## config.mk

```make
export PLATFORM = sky130hd
export DESIGN_NAME = ccm_clock_output_monitor
export DESIGN_NICKNAME = d
export VERILOG_FILES = /design/src/core/ccm_pkg.sv /design/src/core/ccm_clock_output_monitor.sv
export VERILOG_INCLUDE_DIRS = /design/src /design/src/core
export SDC_FILE = /design/constraint.sdc
export NUM_CORES = 1
export LEC_CHECK = 0
export BUFFER_PORTS_ARGS = -buffer_cell sky130_fd_sc_hd__buf_4
export CAP_MARGIN = 30
export CORE_AREA = 2 2 85 66
export CTS_CLUSTER_SIZE = 40
export DETAILED_ROUTE_END_ITERATION = 8
export DIE_AREA = 0 0 87 68
export GPL_TIMING_DRIVEN = 0
export PLACE_DENSITY = 0.81
export SLEW_MARGIN = 20
export SYNTH_ARGS = -nofsm -noshare
export SYNTH_HDL_FRONTEND = slang
export SYNTH_SLANG_ARGS = --single-unit
export TNS_END_PERCENT = 30
```

## constraint.sdc

```tcl
create_clock -name clk_i -period 3.85 [get_ports clk_i]
set_input_delay 0.1925 -clock clk_i [delete_from_list [all_inputs] [get_ports clk_i]]
set_output_delay 0.1925 -clock clk_i [all_outputs]
set_load 0.05 [all_outputs]
```

## src/core/ccm_defs.svh

```systemverilog
// Register offsets, field positions and reset values for the clock output and monitor block
`ifndef CCM_DEFS_SVH
`define CCM_DEFS_SVH

`define CCM_ADDR_W 4
`define CCM_OFS_CONFIG 4'h0
`define CCM_OFS_CONTROL 4'h4
`define CCM_OFS_STATUS 4'h8
`define CCM_OFS_MASK 4'hC

`define CCM_CFG_SEL_LSB 0
`define CCM_CFG_SEL_MSB 3
`define CCM_CFG_WIDE_BIT 4
`define CCM_CFG_RESET 32'h0000_0000

`define CCM_CTL_XTAL_EN_BIT 0
`define CCM_CTL_MON_EN_BIT 1
`define CCM_CTL_PLL_EN_BIT 2
`define CCM_CTL_SYS_XTAL_BIT 3
`define CCM_CTL_PLL_XTAL_BIT 4
`define CCM_CTL_RESET 32'h0000_0000

`define CCM_STS_FAULT_BIT 0
`define CCM_STS_W 1
`define CCM_STS_RESET 1'h0

`endif

```

## src/core/ccm_pkg.sv

```systemverilog
// Types shared by the clock output and monitor block
package ccm_pkg;
    typedef enum logic [1:0] {
        CCM_MON_IDLE,
        CCM_MON_WATCH,
        CCM_MON_FAILED
    } ccm_mon_state_e;
endpackage

```

## src/core/ccm_clock_output_monitor.sv

```systemverilog
// Clock output selector and crystal clock monitor with Wishbone registers
//
// The register addresses and the Wishbone register port were decided locally.
`timescale 1ns/100ps
`include "ccm_defs.svh"

// Summary of operation
// - In narrow mode codes with top bit 0 give no output; 100 system, 101 RC 8 MHz, 110 crystal, 111 main PLL half.
// - In wide mode codes 00xx give nothing, 01xx as narrow, 1000 second PLL, 1001 third PLL half, 1010 external one, 1011 third PLL.
// - The crystal is supervised only while the monitor enable bit is set.
// - A detected crystal failure switches the crystal oscillator off.
// - A failure sets the clock-blocked fault flag and produces a fault event.
// - The fault event drives the non-maskable interrupt, not the maskable one.
// - If the crystal was the system clock source, the system clock falls back to the RC 8 MHz oscillator.
// - If the crystal fed the PLL, the PLL is switched off on failure.
module ccm_clock_output_monitor #(
    parameter int MISS_LIMIT = 64
) (
    input wire logic clk_i,
    input wire logic rst_i,
    input wire logic wb_cyc_i,
    input wire logic wb_stb_i,
    input wire logic wb_we_i,
    input wire logic [`CCM_ADDR_W-1:0] wb_adr_i,
    input wire logic [31:0] wb_dat_i,
    input wire logic [3:0] wb_sel_i,
    output logic [31:0] wb_dat_o,
    output logic wb_ack_o,
    input wire logic system_clock_i,
    input wire logic internal_rc_8mhz_clock_i,
    input wire logic high_speed_crystal_clock_i,
    input wire logic main_pll_clock_i,
    input wire logic second_pll_clock_i,
    input wire logic third_pll_clock_i,
    input wire logic external_input_one_i,
    input wire logic pin_alt_function_i,
    output logic clock_output_o,
    output logic clock_output_oe_o,
    output logic high_speed_crystal_oscillator_en_o,
    output logic pll_en_o,
    output logic system_clock_from_crystal_o,
    output logic nmi_o,
    output logic irq_o
);
    localparam int MISS_W = $clog2(MISS_LIMIT + 1);

    logic [31:0] cfg_reg;
    logic [31:0] ctl_reg;
    logic [`CCM_STS_W-1:0] sts_reg;
    logic [`CCM_STS_W-1:0] mask_reg;
    logic ack_reg;
    logic [31:0] rdata_reg;
    ccm_pkg::ccm_mon_state_e mon_state_reg;
    logic [MISS_W-1:0] miss_reg;
    logic sys_sync;
    logic rc_sync;
    logic xtal_sync;
    logic main_pll_sync;
    logic second_pll_sync;
    logic third_pll_sync;
    logic ext_one_sync;
    logic xtal_change;
    logic main_pll_rise;
    logic third_pll_rise;
    logic out_en;
    logic clk_out_reg;
    logic clk_out_oe_reg;
    logic pll_half_reg;
    logic pll3_half_reg;
    logic [3:0] sel;
    logic wide;
    logic mux_out;
    logic fail_evt;
    logic wr;
    logic rd;

    assign wr = wb_cyc_i && wb_stb_i && wb_we_i && !ack_reg;
    assign rd = wb_cyc_i && wb_stb_i && !wb_we_i && !ack_reg;
    assign sel = cfg_reg[`CCM_CFG_SEL_MSB:`CCM_CFG_SEL_LSB];
    assign wide = cfg_reg[`CCM_CFG_WIDE_BIT];

    // One-wait-state ack, dropped the cycle after it is given
    always_ff @(posedge clk_i) begin
        if (rst_i) begin
            ack_reg <= 1'b0;
        end else begin
            ack_reg <= wb_cyc_i && wb_stb_i && !ack_reg;
        end
    end
    assign wb_ack_o = ack_reg;

    always_ff @(posedge clk_i) begin
        if (rst_i) begin
            cfg_reg <= `CCM_CFG_RESET;
        end else if (wr && wb_adr_i == `CCM_OFS_CONFIG && wb_sel_i[0]) begin
            cfg_reg <= {27'h0, wb_dat_i[4:0]};
        end
    end

    always_ff @(posedge clk_i) begin
        if (rst_i) begin
            ctl_reg <= `CCM_CTL_RESET;
        end else begin
            if (wr && wb_adr_i == `CCM_OFS_CONTROL && wb_sel_i[0]) begin
                ctl_reg <= {27'h0, wb_dat_i[4:0]};
            end
            if (fail_evt) begin
                ctl_reg[`CCM_CTL_XTAL_EN_BIT] <= 1'b0;
                if (ctl_reg[`CCM_CTL_SYS_XTAL_BIT]) begin
                    ctl_reg[`CCM_CTL_SYS_XTAL_BIT] <= 1'b0;
                end
                if (ctl_reg[`CCM_CTL_PLL_XTAL_BIT]) begin
                    ctl_reg[`CCM_CTL_PLL_EN_BIT] <= 1'b0;
                end
            end
        end
    end

    // Fault flag: a new failure wins over a write-one-to-clear
    always_ff @(posedge clk_i) begin
        if (rst_i) begin
            sts_reg <= `CCM_STS_RESET;
        end else if (fail_evt) begin
            sts_reg[`CCM_STS_FAULT_BIT] <= 1'b1;
        end else if (wr && wb_adr_i == `CCM_OFS_STATUS && wb_sel_i[0]) begin
            sts_reg <= sts_reg & ~wb_dat_i[`CCM_STS_W-1:0];
        end
    end

    always_ff @(posedge clk_i) begin
        if (rst_i) begin
            mask_reg <= `CCM_STS_RESET;
        end else if (wr && wb_adr_i == `CCM_OFS_MASK && wb_sel_i[0]) begin
            mask_reg <= wb_dat_i[`CCM_STS_W-1:0];
        end
    end

    always_ff @(posedge clk_i) begin
        if (rst_i) begin
            rdata_reg <= 32'h0000_0000;
        end else if (rd) begin
            case (wb_adr_i)
                `CCM_OFS_CONFIG: rdata_reg <= cfg_reg;
                `CCM_OFS_CONTROL: rdata_reg <= ctl_reg;
                `CCM_OFS_STATUS: rdata_reg <= {31'h0, sts_reg};
                `CCM_OFS_MASK: rdata_reg <= {31'h0, mask_reg};
                default: rdata_reg <= 32'h0000_0000;
            endcase
        end
    end
    assign wb_dat_o = rdata_reg;

    // Every source clock comes from another domain and is synchronised before use
    ccm_sync_edge #(.RESET_VAL(1'b0)) sys_sync_u (
        .clk_i(clk_i),
        .rst_i(rst_i),
        .async_i(system_clock_i),
        .sync_o(sys_sync),
        .rise_o(),
        .change_o()
    );

    ccm_sync_edge #(.RESET_VAL(1'b0)) rc_sync_u (
        .clk_i(clk_i),
        .rst_i(rst_i),
        .async_i(internal_rc_8mhz_clock_i),
        .sync_o(rc_sync),
        .rise_o(),
        .change_o()
    );

    ccm_sync_edge #(.RESET_VAL(1'b0)) xtal_sync_u (
        .clk_i(clk_i),
        .rst_i(rst_i),
        .async_i(high_speed_crystal_clock_i),
        .sync_o(xtal_sync),
        .rise_o(),
        .change_o(xtal_change)
    );

    ccm_sync_edge #(.RESET_VAL(1'b0)) main_pll_sync_u (
        .clk_i(clk_i),
        .rst_i(rst_i),
        .async_i(main_pll_clock_i),
        .sync_o(main_pll_sync),
        .rise_o(main_pll_rise),
        .change_o()
    );

    ccm_sync_edge #(.RESET_VAL(1'b0)) second_pll_sync_u (
        .clk_i(clk_i),
        .rst_i(rst_i),
        .async_i(second_pll_clock_i),
        .sync_o(second_pll_sync),
        .rise_o(),
        .change_o()
    );

    ccm_sync_edge #(.RESET_VAL(1'b0)) third_pll_sync_u (
        .clk_i(clk_i),
        .rst_i(rst_i),
        .async_i(third_pll_clock_i),
        .sync_o(third_pll_sync),
        .rise_o(third_pll_rise),
        .change_o()
    );

    ccm_sync_edge #(.RESET_VAL(1'b0)) ext_one_sync_u (
        .clk_i(clk_i),
        .rst_i(rst_i),
        .async_i(external_input_one_i),
        .sync_o(ext_one_sync),
        .rise_o(),
        .change_o()
    );

    // Halved clocks toggle on each rising edge of their source
    always_ff @(posedge clk_i) begin
        if (rst_i) begin
            pll_half_reg <= 1'b0;
            pll3_half_reg <= 1'b0;
        end else begin
            if (main_pll_rise) begin
                pll_half_reg <= !pll_half_reg;
            end
            if (third_pll_rise) begin
                pll3_half_reg <= !pll3_half_reg;
            end
        end
    end

    // Monitor: failure when no crystal edge arrives for MISS_LIMIT cycles
    always_ff @(posedge clk_i) begin
        if (rst_i) begin
            mon_state_reg <= ccm_pkg::CCM_MON_IDLE;
            miss_reg <= '0;
        end else begin
            case (mon_state_reg)
                ccm_pkg::CCM_MON_IDLE: begin
                    miss_reg <= '0;
                    if (ctl_reg[`CCM_CTL_MON_EN_BIT]) begin
                        mon_state_reg <= ccm_pkg::CCM_MON_WATCH;
                    end
                end
                ccm_pkg::CCM_MON_WATCH: begin
                    if (!ctl_reg[`CCM_CTL_MON_EN_BIT]) begin
                        mon_state_reg <= ccm_pkg::CCM_MON_IDLE;
                    end else if (xtal_change) begin
                        miss_reg <= '0;
                    end else if (miss_reg == MISS_W'(MISS_LIMIT - 1)) begin
                        mon_state_reg <= ccm_pkg::CCM_MON_FAILED;
                    end else begin
                        miss_reg <= miss_reg + 1'b1;
                    end
                end
                ccm_pkg::CCM_MON_FAILED: begin
                    miss_reg <= '0;
                    if (!ctl_reg[`CCM_CTL_MON_EN_BIT]) begin
                        mon_state_reg <= ccm_pkg::CCM_MON_IDLE;
                    end
                end
                default: mon_state_reg <= ccm_pkg::CCM_MON_IDLE;
            endcase
        end
    end
    assign fail_evt = (mon_state_reg == ccm_pkg::CCM_MON_WATCH)
        && ctl_reg[`CCM_CTL_MON_EN_BIT] && !xtal_change
        && (miss_reg == MISS_W'(MISS_LIMIT - 1));

    // Source selection, narrow mode ignores the top select bit
    always_comb begin
        mux_out = 1'b0;
        if (!wide) begin
            case (sel[2:0])
                3'h4: mux_out = sys_sync;
                3'h5: mux_out = rc_sync;
                3'h6: mux_out = xtal_sync;
                3'h7: mux_out = pll_half_reg;
                default: mux_out = 1'b0;
            endcase
        end else begin
            case (sel)
                4'h4: mux_out = sys_sync;
                4'h5: mux_out = rc_sync;
                4'h6: mux_out = xtal_sync;
                4'h7: mux_out = pll_half_reg;
                4'h8: mux_out = second_pll_sync;
                4'h9: mux_out = pll3_half_reg;
                4'hA: mux_out = ext_one_sync;
                4'hB: mux_out = third_pll_sync;
                default: mux_out = 1'b0;
            endcase
        end
    end

    // Pin drives only in alternate-function mode and with a valid source
    assign out_en = pin_alt_function_i
        && (wide ? (sel[3:2] != 2'b00 && sel <= 4'hB) : sel[2]);
    // Pin and its enable come from flip-flops so the pin never glitches
    always_ff @(posedge clk_i) begin
        if (rst_i) begin
            clk_out_oe_reg <= 1'b0;
            clk_out_reg <= 1'b0;
        end else begin
            clk_out_oe_reg <= out_en;
            clk_out_reg <= out_en & mux_out;
        end
    end
    assign clock_output_oe_o = clk_out_oe_reg;
    assign clock_output_o = clk_out_reg;

    assign high_speed_crystal_oscillator_en_o = ctl_reg[`CCM_CTL_XTAL_EN_BIT];
    assign pll_en_o = ctl_reg[`CCM_CTL_PLL_EN_BIT];
    assign system_clock_from_crystal_o = ctl_reg[`CCM_CTL_SYS_XTAL_BIT];
    assign nmi_o = sts_reg[`CCM_STS_FAULT_BIT];
    assign irq_o = |(sts_reg & mask_reg & ~(`CCM_STS_W'(1) << `CCM_STS_FAULT_BIT));
endmodule

// Two-stage synchroniser with a third stage for edge detection
module ccm_sync_edge #(
    parameter logic RESET_VAL = 1'b0
) (
    input wire logic clk_i,
    input wire logic rst_i,
    input wire logic async_i,
    output logic sync_o,
    output logic rise_o,
    output logic change_o
);
    logic meta_reg;
    logic sync_reg;
    logic last_reg;

    // Only sync_reg reads meta_reg
    always_ff @(posedge clk_i) begin
        if (rst_i) begin
            meta_reg <= RESET_VAL;
            sync_reg <= RESET_VAL;
            last_reg <= RESET_VAL;
        end else begin
            meta_reg <= async_i;
            sync_reg <= meta_reg;
            last_reg <= sync_reg;
        end
    end
    assign sync_o = sync_reg;
    assign rise_o = sync_reg && !last_reg;
    assign change_o = sync_reg != last_reg;
endmodule

```

==> results.rst, run 1 <==
.. list-table::
   :header-rows: 1

   * - Metric
     - Value
   * - Outcome
     - completed
   * - Buffers inserted by post-CTS timing repair
     - 0
   * - CP endpoint kind
     - flip-flop
   * - Clock share of power
     - 31.3%
   * - Initial antenna violation count
     - 0
   * - Hold violation total from the final report
     - 0
   * - Total number of clock tree sinks
     - 48
   * - Final TNS setup
     - 0 ns
   * - Final net count
     - 356
   * - Sequential Power Share
     - 54.0%
   * - TritonRoute pass-1 iters
     - 4
   * - Die Outline Area
     - 5916 um^2
   * - Cell count of the worst reg-to-reg path
     - 5
   * - Vertical extent of the die
     - 68 um
   * - WL per Instance
     - approximately 12 um
   * - Static Leakage
     - 0.001201 uW
   * - Min Hold Slack
     - 0.09507 ns
   * - Inst Count DP
     - 355
   * - Layout area overhead
     - 23.33%
   * - Overall routing resource usage
     - 15.32%
   * - Post-route clock skew
     - 0.007253 ns
   * - Power share of the combinational group
     - 14.7%
   * - Worst-path fanout max
     - 5
   * - Number of maximum-capacitance constraint violations
     - 0
   * - Root Buffer Master
     - sky130_fd_sc_hd__clkbuf_8
   * - Startpoint Class
     - flip-flop
   * - Remaining global-route overflow
     - 0
   * - Setup repair after global routing missed its margin
     - false
   * - Cells along the critical path
     - ha_1, nand3_2, or4_4, nor3_1, a2111oi_0
   * - Largest net degree at the start of global routing
     - 15
   * - Final HPWL from detailed placement
     - ~3100 um
   * - Via count
     - 1675
   * - Post-route antenna net violation count
     - 0
   * - Largest register FFs
     - 7
   * - Switching power share of the total
     - between 20% and 30%
   * - DRT iter0 DRCs
     - 88
   * - Slew of the pin with the lowest slew margin
     - between 0.4 and 0.5 ns
   * - Count of state elements after synthesis
     - 48
   * - Setup violation total in the final timing report
     - 0
   * - Switching Power
     - 259.3 uW
   * - Data arrival time of the worst path
     - 1.99 ns
   * - Cell-internal power
     - 683.8 uW
   * - Total of hold buffers inserted after clock tree synthesis
     - 0
   * - VDD IR-drop max
     - between 0.1 and 0.15 mV
   * - Filler cell count
     - 477
   * - Post-synth design cell area
     - ~2200 um^2
   * - Chip width
     - 87 um
   * - Setup slack after layout
     - 2.034 ns
   * - Post-synthesis sequential area ratio
     - approximately 43%
   * - Insertion delay of the later-clocked pin in the worst-skew pair
     - 0.30 ns
   * - Slew Limit Headroom
     - around two thirds
   * - Number of clock buffers inserted by TritonCTS
     - 5
   * - Fraction of layout cells with a size suffix above 1
     - 28.24%
   * - Number of slew-limit violations in the final report
     - 0
   * - Slowest cell on the critical path
     - sky130_fd_sc_hd__or4_4
   * - CTS clock-pin slew for the worst setup and hold paths
     - 0.09 ns
   * - Via density per instance
     - ~4.6
   * - Total wire length after detailed routing
     - 4263 um
   * - # H-tree levels
     - 2
   * - Highest achievable clock rate
     - 0.5508 GHz
   * - Wire length of the first global-routing pass
     - ~7000 um
   * - Classification of the worst-slack hold path
     - in -> reg
   * - Core Footprint
     - 5151 um^2
   * - Ys flop type
     - sky130_fd_sc_hd__dfxtp_1
   * - Highest-count cells in the layout ignoring fill and taps
     - sky130_fd_sc_hd__buf_4, sky130_fd_sc_hd__dfxtp_1, sky130_fd_sc_hd__conb_1
   * - Minimum clock period after layout
     - 1.816 ns
   * - Top-Level Pins
     - 93
   * - Non-filler cells, final
     - 363
   * - Buffer depth of the longest clock path
     - 2
   * - Synth warnings
     - 0
   * - Kind of critical path
     - reg -> reg
   * - Via count of the first global-routing pass
     - approximately 1600
   * - Instance count along the most critical hold path
     - 2
   * - Data required time of the critical path
     - 4.02 ns
   * - Max stage delay on crit path
     - 0.63 ns
   * - Mean post-synth cell area
     - ~9.6 um^2
   * - ANT cells
     - 0
   * - Initial standard-cell utilization of the core
     - 43.21%
   * - Async set or reset register ratio after synthesis
     - 0%
   * - Number of placement rows
     - 23
   * - Gate count after technology mapping
     - 232
   * - I/O Buffers
     - 34
   * - Number of enable-type register cells in the synthesized netlist
     - 0
   * - Worst setup timing slack at the placement stage
     - 2.076 ns
   * - Routability congestion estimate
     - ~0.84
   * - PwrDens
     - 343.6 nW/um^2
   * - Post-route DRC
     - 0
   * - Most common cell after layout, fill and taps aside
     - sky130_fd_sc_hd__buf_4
   * - TritonCTS clock tree
     - done
   * - Yosys cell types
     - between 40 and 50
   * - Post-cts repair resize count
     - 0
   * - Final cycle utilization of the critical path
     - around 47%
## synthesized netlist by cell type, types with 2 or more instances
library cell | instances | share of area [%]
sky130_fd_sc_hd__buf_4 | 28 | 9.4
sky130_fd_sc_hd__xnor2_1 | 2 | 0.79
sky130_fd_sc_hd__nand2_1 | 11 | 1.9
sky130_fd_sc_hd__inv_1 | 7 | 1.2
sky130_fd_sc_hd__a21oi_1 | 8 | 1.8
sky130_fd_sc_hd__o21ai_0 | 7 | 1.6
sky130_fd_sc_hd__nand2b_1 | 4 | 1.1
sky130_fd_sc_hd__and3b_1 | 2 | 0.79
sky130_fd_sc_hd__clkbuf_1 | 5 | 0.84
sky130_fd_sc_hd__buf_2 | 2 | 0.45
sky130_fd_sc_hd__mux4_2 | 3 | 3.0
sky130_fd_sc_hd__a31oi_1 | 2 | 0.56
sky130_fd_sc_hd__dfxtp_1 | 48 | 43
sky130_fd_sc_hd__mux2i_1 | 11 | 4.9
sky130_fd_sc_hd__a2111oi_0 | 2 | 0.79
sky130_fd_sc_hd__nor3_1 | 5 | 1.1
sky130_fd_sc_hd__nand4_1 | 4 | 1.1
sky130_fd_sc_hd__mux2_2 | 2 | 1.0
sky130_fd_sc_hd__nor2b_1 | 20 | 5.6
sky130_fd_sc_hd__nor3b_1 | 2 | 0.67
sky130_fd_sc_hd__nand3_1 | 9 | 2.0
sky130_fd_sc_hd__and2_1 | 2 | 0.56
sky130_fd_sc_hd__a211oi_1 | 3 | 1.0
sky130_fd_sc_hd__o21ai_1 | 2 | 0.45
sky130_fd_sc_hd__ha_1 | 3 | 1.7
sky130_fd_sc_hd__nor2_1 | 17 | 2.9
sky130_fd_sc_hd__or4_1 | 3 | 1.0
## cells by family after synthesis
kind of cell	share of synthesized area (%)
other	0.1685
AND/OR/NAND/NOR	24.34
XOR/XNOR	1.518
adder cells (fa/ha/maj)	1.687
buffers and inverters	12.42
multiplexers	8.994
flip-flops	43.17
AO/OA/AOI/OAI	7.701
## worst paths after layout
check	startpoint	end	slack [ns]
setup reg to reg	miss_reg[0]	ctl_reg[3]	2.03
setup / recovery	miss_reg[0]	ctl_reg[3]	2.03
hold reg to reg	second_pll_sync_u.meta_reg	second_pll_sync_u.sync_o	0.44
hold / removal	third_pll_clock_i	third_pll_sync_u.meta_reg	0.1
## power groups by stage
| stage | clock, uW | sequential (uW) | combinational [uW] |
|---|---|---|---|
| 3_3_place_gp | 0 | 521 | 137 |
| 2_1_floorplan | 0 | 522 | 108 |
| 6_report | 295 | 509 | 139 |
| 4_1_cts | 300 | 510 | 138 |
| 3_5_place_dp | 0 | 521 | 138 |
| 5_1_grt | 326 | 510 | 149 |
## routing by layer
layer / vias to the layer above / track usage [%] / wire length [um]
li1: 878 / - / -
met1: 741 / 19.36 / 2026
met2: 51 / 25.57 / 1935
met3: 5 / 5.066 / 263
met4: 0 / 3.516 / 38
met5: - / 0 / 0
## critical path, delay by kind of cell, from the launching register on
family,cells,cell delay (ns)
and+or+nand+nor,3,0.98
AOI/OAI and AO/OA,1,0.09
DFF,1,0.39
adders and majority gates,1,0.23
## metrics by stage
stage / utilization (%) / area, um^2 / power [uW]
finish: 53.29 / 2745 / 943.1
floorplan: - / 2327 / 630.2
global route: 53.29 / 2745 / 985.4
global placement: 51.64 / 2660 / 658.0
detailed placement: 51.64 / 2660 / 659.2
CTS: 53.29 / 2745 / 948.2
## area by class of cell
| type | count | area (um^2) | area share [%] |
|---|---|---|---|
| flip-flops and latches | 48 | 960.9 | 35.00 |
| clock inverters | 1 | 8.758 | 0.3191 |
| multi-input cells | 168 | 1090 | 39.70 |
| repair buffers | 34 | 255.2 | 9.298 |
| well taps | 62 | 77.57 | 2.826 |
| clock buffers | 7 | 76.32 | 2.780 |
| plain buffers | 36 | 250.2 | 9.116 |
| inverters | 7 | 26.28 | 0.9572 |
No activity file was read; power rests on OpenSTA's default activity.
==> run 2, diff against run 1 <==
Clock period 3.85 ns to 1.8 ns, I/O delays scaled along.
==> run 2 against run 1 <==
  * Final cell count up 1.4%
  * Non-clock buffer count is 5 higher
  * Clock skew up 0.0024 ns
  * Global-route usage is 0.052 points higher
  * Flip-flop and latch count did not move
  * Critical path depth unchanged
  * Worst setup slack got worse by 1.9 ns
  * Core utilization grew 1.1 points
  * Wire length rose by 0.80%
  * Die area unchanged
  * Design area increased by 2.0%
  * Maximum frequency up 10%
  * Largest power group unchanged
  * Highest routed layer unchanged
==> results.rst, run 2 (same netlist as run 1, synthesis figures left out) <==
.. list-table::
   :header-rows: 1

   * - Metric
     - Value
   * - Outcome
     - completed (unchanged)
   * - Final HPWL from detailed placement
     - 3137 um (unchanged)
   * - Cell count of the worst reg-to-reg path
     - 5 (unchanged)
   * - Via count
     - 1701 (was 1675)
   * - Startpoint of the most critical hold path
     - internal_rc_8mhz_clock_i (was third_pll_clock_i)
   * - Slew of the pin with the lowest slew margin
     - 0.4946 ns (was 0.4943 ns)
   * - Number of maximum-capacitance constraint violations
     - 0 (unchanged)
   * - I/O Buffers
     - 34 (unchanged)
   * - VDD IR-drop max
     - 0.2904 mV (was 0.1320 mV)
   * - Multi-input gate area
     - 1095 um^2 (was 1090 um^2)
   * - Slew Limit Headroom
     - 66.17% (was 66.20%)
   * - Power share of the combinational group
     - 15.1% (was 14.7%)
   * - Setup repair after global routing missed its margin
     - false (unchanged)
   * - Largest register FFs
     - 7 (unchanged)
   * - Fraction of layout cells with a size suffix above 1
     - 27.78% (was 28.24%)
   * - Clock share of power
     - 31.1% (was 31.3%)
   * - Instance count along the most critical hold path
     - 2 (unchanged)
   * - Switching Power
     - 555.6 uW (was 259.3 uW)
   * - FF+latch area
     - 960.9 um^2 (unchanged)
   * - Final net count
     - 361 (was 356)
   * - Worst reg2reg endpoint
     - ctl_reg[3] (unchanged)
   * - Highest achievable clock rate
     - 0.6086 GHz (was 0.5508 GHz)
   * - Data required time of the critical path
     - 1.97 ns (was 4.02 ns)
   * - Wire length of the first global-routing pass
     - 7010 um (was 6989 um)
   * - Filler cell count
     - 473 (was 477)
   * - Top-Level Pins
     - 93 (unchanged)
   * - Number of slew-limit violations in the final report
     - 0 (unchanged)
   * - Post-route clock skew
     - 0.009612 ns (was 0.007253 ns)
   * - CP endpoint kind
     - flip-flop (unchanged)
   * - Switching power share of the total
     - 27.44% (was 27.50%)
   * - Post-route DRC
     - 0 (unchanged)
   * - Via density per instance
     - 4.622 (was 4.614)
   * - TritonRoute pass-1 iters
     - 4 (unchanged)
   * - Worst setup timing slack at the placement stage
     - 0.02622 ns (was 2.076 ns)
   * - Chip width
     - 87 um (unchanged)
   * - Startpoint Class
     - flip-flop (unchanged)
   * - Number of placement rows
     - 23 (unchanged)
   * - Minimum clock period after layout
     - 1.643 ns (was 1.816 ns)
   * - Final cycle utilization of the critical path
     - 91.29% (was 47.16%)
   * - Number of clock buffers inserted by TritonCTS
     - 5 (unchanged)
   * - Most common cell after layout, fill and taps aside
     - sky130_fd_sc_hd__buf_4 (unchanged)
   * - # H-tree levels
     - 2 (unchanged)
   * - CTS clock-pin slew for the worst setup and hold paths
     - 0.08 ns (was 0.09 ns)
   * - Vertical extent of the die
     - 68 um (unchanged)
   * - Core Footprint
     - 5151 um^2 (unchanged)
   * - Routability congestion estimate
     - 0.8400 (unchanged)
   * - Post-route antenna net violation count
     - 0 (unchanged)
   * - Sequential Power Share
     - 53.8% (was 54.0%)
   * - WL per Instance
     - 11.68 um (was 11.74 um)
   * - Insertion delay of the later-clocked pin in the worst-skew pair
     - 0.30 ns (about the same)
   * - Setup slack after layout
     - 0.1568 ns (was 2.034 ns)
   * - Register-to-Register Setup Slack
     - 0.16 ns (was 2.03 ns)
   * - Worst Hold Endpoint
     - rc_sync_u.meta_reg (was third_pll_sync_u.meta_reg)
   * - Worst-path fanout max
     - 5 (unchanged)
   * - Remaining global-route overflow
     - 0 (unchanged)
   * - Initial antenna violation count
     - 0 (unchanged)
   * - R2r startpoint
     - miss_reg[0] (unchanged)
   * - Via count of the first global-routing pass
     - 1589 (was 1576)
   * - Buffer depth of the longest clock path
     - 2 (unchanged)
   * - Total number of clock tree sinks
     - 48 (unchanged)
   * - Hold violation total from the final report
     - 0 (unchanged)
   * - Setup violation total in the final timing report
     - 0 (unchanged)
   * - Classification of the worst-slack hold path
     - in -> reg (unchanged)
   * - Total wire length after detailed routing
     - 4297 um (was 4263 um)
   * - Final TNS setup
     - 0 ns (unchanged)
   * - TritonCTS clock tree
     - done (unchanged)
   * - DRT iter0 DRCs
     - 87 (was 88)
   * - Root Buffer Master
     - sky130_fd_sc_hd__clkbuf_8 (unchanged)
   * - Cell-internal power
     - 1470 uW (was 683.8 uW)
   * - Data arrival time of the worst path
     - 1.81 ns (was 1.99 ns)
   * - Layout area overhead
     - 25.80% (was 23.33%)
   * - Highest-count cells in the layout ignoring fill and taps
     - sky130_fd_sc_hd__buf_4, sky130_fd_sc_hd__dfxtp_1, sky130_fd_sc_hd__conb_1 (unchanged)
   * - Overall routing resource usage
     - 15.37% (was 15.32%)
   * - Largest net degree at the start of global routing
     - 15 (unchanged)
   * - PwrDens
     - 723.2 nW/um^2 (was 343.6 nW/um^2)
   * - Initial standard-cell utilization of the core
     - 43.21% (unchanged)
   * - ANT cells
     - 0 (unchanged)
   * - Die Outline Area
     - 5916 um^2 (unchanged)
   * - Kind of critical path
     - reg -> reg (unchanged)
   * - Static Leakage
     - 0.001222 uW (was 0.001201 uW)
-- run 2: area by class of cell --
type | count | share of cell area (%)
clock inverters | 1 | 0.3128
plain buffers | 36 | 8.937
well taps | 62 | 2.770
repair buffers | 39 | 10.90
multi-input cells | 168 | 39.10
clock buffers | 7 | 2.726
inverters | 7 | 0.9383
flip-flops and latches | 48 | 34.32
-- run 2: repair_timing --
action	in CTS	in global routing
resized for setup	0	1
endpoints found under the setup margin	0	9
endpoints found under the hold margin	5	0
setup buffers	0	0
hold buffers	5	0
-- run 2: metrics by stage --
stage	instances	instance area (um^2)	hold WS [ns]	utilization [%]	total power (uW)
floorplan	259	2327	0.1925	-	1348
global placement	355	2660	0.3040	51.64	1407
detailed placement	355	2660	0.3044	51.64	1410
CTS	368	2795	0.002914	54.26	2037
global route	368	2800	0.0005875	54.36	2117
finish	368	2800	0.003053	54.36	2025
-- run 2: worst max-delay path, stage by stage, from the launching register on --
cell                        delay, ns
sky130_fd_sc_hd__dfxtp_1         0.38
sky130_fd_sc_hd__ha_1            0.23
sky130_fd_sc_hd__nand3_2         0.15
sky130_fd_sc_hd__or4_4           0.51
sky130_fd_sc_hd__nor3_1          0.16
sky130_fd_sc_hd__a2111oi_0       0.08
-- run 2: how the worst max path moves through the flow --
stage / start / end / cells after the start
2_1_floorplan: miss_reg[0] / ctl_reg[3] / 5
3_3_place_gp: miss_reg[0] / ctl_reg[2] / 5
3_5_place_dp: miss_reg[0] / ctl_reg[2] / 5
4_1_cts: miss_reg[0] / ctl_reg[2] / 5
5_1_grt: miss_reg[0] / ctl_reg[3] / 5
6_report: miss_reg[0] / ctl_reg[3] / 5
-- run 2: power groups by stage --
stage | clock network [uW] | registers, uW | logic (uW)
floorplan | 0 | 1120 | 232
global placement | 0 | 1110 | 293
detailed placement | 0 | 1110 | 295
CTS | 642 | 1090 | 304
global route | 698 | 1090 | 327
finish | 630 | 1090 | 306
-- run 2: per-layer routing --
metal	GRT usage, %	routed length, um	share of wire [%]	vias up
met3	5.066	238	5.5	3
met2	25.86	2021	47	44
li1	-	-	-	889
met4	3.516	18	0.42	0
met1	19.29	2019	47	765
met5	0	0	0	-
==> run 3, diff against run 2 <==
Settings changed: CTS_BUF_LIST from default to sky130_fd_sc_hd__clkbuf_4.
==> run 3 against run 2 <==
  * Combinational power rose by 6.9%
  * Die area did not move
  * Count of clock-buffer cells in the layout did not move
  * Clock power fell by 17%
  * Wire length rose by 4.1%
  * Critical path type unchanged
  * Design area rose by 3.1%
  * Register-to-register slack improved by 0.02 ns
  * Via count rose by 3.8%
==> results.rst, run 3 (same netlist as run 1, synthesis figures left out) <==
.. list-table::
   :header-rows: 1

   * - Metric
     - Value
   * - Critical path's top delay family
     - simple AND/OR/NAND/NOR gates (unchanged)
   * - Overall routing resource usage
     - 16.12% (was 15.37%)
   * - Slew of the pin with the lowest slew margin
     - 0.4981 ns (was 0.4946 ns)
   * - I/O Buffers
     - 34 (unchanged)
   * - Final HPWL from detailed placement
     - 3137 um (unchanged)
   * - Initial antenna violation count
     - 0 (unchanged)
   * - Final cell area excluding filler cells
     - 2888 um^2 (was 2800 um^2)
   * - Chip width
     - 87 um (unchanged)
   * - Post-route DRC
     - 0 (unchanged)
   * - Final TNS setup
     - 0 ns (unchanged)
   * - Classification of the worst-slack hold path
     - in -> reg (unchanged)
   * - Number of maximum-capacitance constraint violations
     - 0 (unchanged)
   * - Slew Limit Headroom
     - 65.93% (was 66.17%)
   * - Highest-count cells in the layout ignoring fill and taps
     - sky130_fd_sc_hd__buf_4, sky130_fd_sc_hd__dfxtp_1, sky130_fd_sc_hd__conb_1 (unchanged)
   * - Remaining global-route overflow
     - 0 (unchanged)
   * - Most common cell after layout, fill and taps aside
     - sky130_fd_sc_hd__buf_4 (unchanged)
   * - Switching power share of the total
     - 28.05% (was 27.44%)
   * - Switching Power
     - 544.4 uW (was 555.6 uW)
   * - Data arrival time of the worst path
     - 1.86 ns (was 1.81 ns)
   * - Slowest cell on the critical path
     - sky130_fd_sc_hd__or4_4 (unchanged)
   * - Initial standard-cell utilization of the core
     - 43.21% (unchanged)
   * - Final cycle utilization of the critical path
     - 90.28% (was 91.29%)
   * - Insertion delay of the later-clocked pin in the worst-skew pair
     - 0.36 ns (was 0.30 ns)
   * - WL per Instance
     - 11.80 um (was 11.68 um)
   * - Via count
     - 1766 (was 1701)
   * - CP endpoint kind
     - flip-flop (unchanged)
   * - Top-Level Pins
     - 93 (unchanged)
   * - Kind of critical path
     - reg -> reg (unchanged)
   * - Setup slack after layout
     - 0.1750 ns (was 0.1568 ns)
   * - Cells along the critical path
     - ha_1, nand3_2, or4_4, nor3_1, a2111oi_0 (unchanged)
   * - Die Outline Area
     - 5916 um^2 (unchanged)
   * - Setup violation total in the final timing report
     - 0 (unchanged)
   * - Power share of the combinational group
     - 16.8% (was 15.1%)
   * - Post-route antenna net violation count
     - 0 (unchanged)
   * - Core Footprint
     - 5151 um^2 (unchanged)
   * - ANT cells
     - 0 (unchanged)
   * - Number of buffer and inverter stages on the critical path
     - 0 (unchanged)
   * - Root Buffer Master
     - sky130_fd_sc_hd__clkbuf_4 (was sky130_fd_sc_hd__clkbuf_8)
   * - VDD IR-drop max
     - 0.2722 mV (was 0.2904 mV)
   * - Worst setup timing slack at the placement stage
     - 0.02622 ns (unchanged)
   * - Static Leakage
     - 0.001260 uW (was 0.001222 uW)
   * - Layout area overhead
     - 29.74% (was 25.80%)
   * - Fraction of layout cells with a size suffix above 1
     - 27.76% (was 27.78%)
   * - DRT iter0 DRCs
     - 103 (was 87)
   * - Minimum clock period after layout
     - 1.625 ns (was 1.643 ns)
   * - Post-route clock skew
     - 0.01514 ns (was 0.009612 ns)
   * - Highest achievable clock rate
     - 0.6154 GHz (was 0.6086 GHz)
   * - Buffer depth of the longest clock path
     - 2 (unchanged)
   * - Hold violation total from the final report
     - 0 (unchanged)
   * - Startpoint Class
     - flip-flop (unchanged)
   * - Max stage delay on crit path
     - 0.51 ns (about the same)
   * - Number of clock buffers inserted by TritonCTS
     - 5 (unchanged)
   * - Register-to-Register Setup Slack
     - 0.18 ns (was 0.16 ns)
   * - TritonRoute pass-1 iters
     - 4 (unchanged)
   * - Largest net degree at the start of global routing
     - 15 (unchanged)
   * - Wire length of the first global-routing pass
     - 7334 um (was 7010 um)
   * - Via count of the first global-routing pass
     - 1663 (was 1589)
   * - Final net count
     - 372 (was 361)
   * - Post-route total power
     - 1941 uW (was 2025 uW)
   * - Total wire length after detailed routing
     - 4474 um (was 4297 um)
   * - Total number of clock tree sinks
     - 48 (unchanged)
   * - Largest register FFs
     - 7 (unchanged)
   * - Cell-internal power
     - 1396 uW (was 1470 uW)
   * - Data required time of the critical path
     - 2.04 ns (was 1.97 ns)
   * - Placed inst area
     - 2660 um^2 (unchanged)
   * - CTS clock-pin slew for the worst setup and hold paths
     - 0.14 ns (was 0.08 ns)
   * - Clock share of power
     - 26.9% (was 31.1%)
   * - PwrDens
     - 672.1 nW/um^2 (was 723.2 nW/um^2)
   * - Via density per instance
     - 4.660 (was 4.622)
   * - # H-tree levels
     - 2 (unchanged)
   * - Routability congestion estimate
     - 0.8400 (unchanged)
   * - Setup repair after global routing missed its margin
     - false (unchanged)
   * - Outcome
     - completed (unchanged)
   * - TritonCTS clock tree
     - done (unchanged)
   * - Vertical extent of the die
     - 68 um (unchanged)
   * - Number of placement rows
     - 23 (unchanged)
   * - Number of slew-limit violations in the final report
     - 0 (unchanged)
   * - Sequential Power Share
     - 56.2% (was 53.8%)
   * - Worst-path fanout max
     - 5 (unchanged)
-- run 3: changes by cell type in the layout (fill, tap and decap cells not counted), sizes merged --
| cell | previous run | this run |
|---|---|---|
| dlygate4sd3 | 5 | 16 |
-- run 3: final timing paths --
path                              startpoint                  endpoint  cells after the start
setup / recovery                 miss_reg[1]                ctl_reg[3]                      5
hold / removal                   wb_adr_i[1]               wb_dat_o[0]                      4
setup reg to reg                 miss_reg[1]                ctl_reg[3]                      5
hold reg to reg   second_pll_sync_u.meta_reg  second_pll_sync_u.sync_o                      1
-- run 3: tightest hold or removal path, stage by stage --
cell and delay, ns:
sky130_fd_sc_hd__buf_4 0.10, sky130_fd_sc_hd__nor2_1 0.04, sky130_fd_sc_hd__nand3_1 0.06, sky130_fd_sc_hd__a21oi_1 0.05
-- run 3: metal layers --
metal / GRT usage (%) / wire length, um / vias to the layer above
li1: - / - / 912
met1: 20.03 / 2017 / 790
met2: 27.39 / 2124 / 55
met3: 4.101 / 262 / 9
met4: 5.664 / 70 / 0
met5: 0 / 0 / -
-- run 3: power groups by stage --
stage	combinational, uW	clock (uW)	sequential, uW
finish	327	523	1090
global route	350	590	1090
CTS	323	535	1090
detailed placement	295	0	1110
global placement	293	0	1110
floorplan	232	0	1120
-- run 3: through the flow --
stage	hold WS (ns)	util (%)	std cells
6_report	0.01014	56.06	379
5_1_grt	0.02146	56.06	379
4_1_cts	0.0001869	55.94	379
3_5_place_dp	0.3044	51.64	355
3_3_place_gp	0.3040	51.64	355
2_1_floorplan	0.1925	-	259
-- run 3: repair_timing --
action | in CTS | in global routing
gates resized for setup | 0 | 2
endpoints found under the hold margin | 17 | 0
setup endpoints to repair | 0 | 9
buffers inserted | 0 | 0
hold buffers | 16 | 0
-- run 3: area by class of cell --
type / count / area (um^2)
sequential: 48 / 962.2
multi-input combinational: 168 / 1095
fill: 472 / 2263
clock inverter: 1 / 8.758
timing repair buffer: 50 / 415.4
buffer: 36 / 250.2
clock buffer: 7 / 52.55
inverter: 7 / 26.28
tap: 62 / 77.57
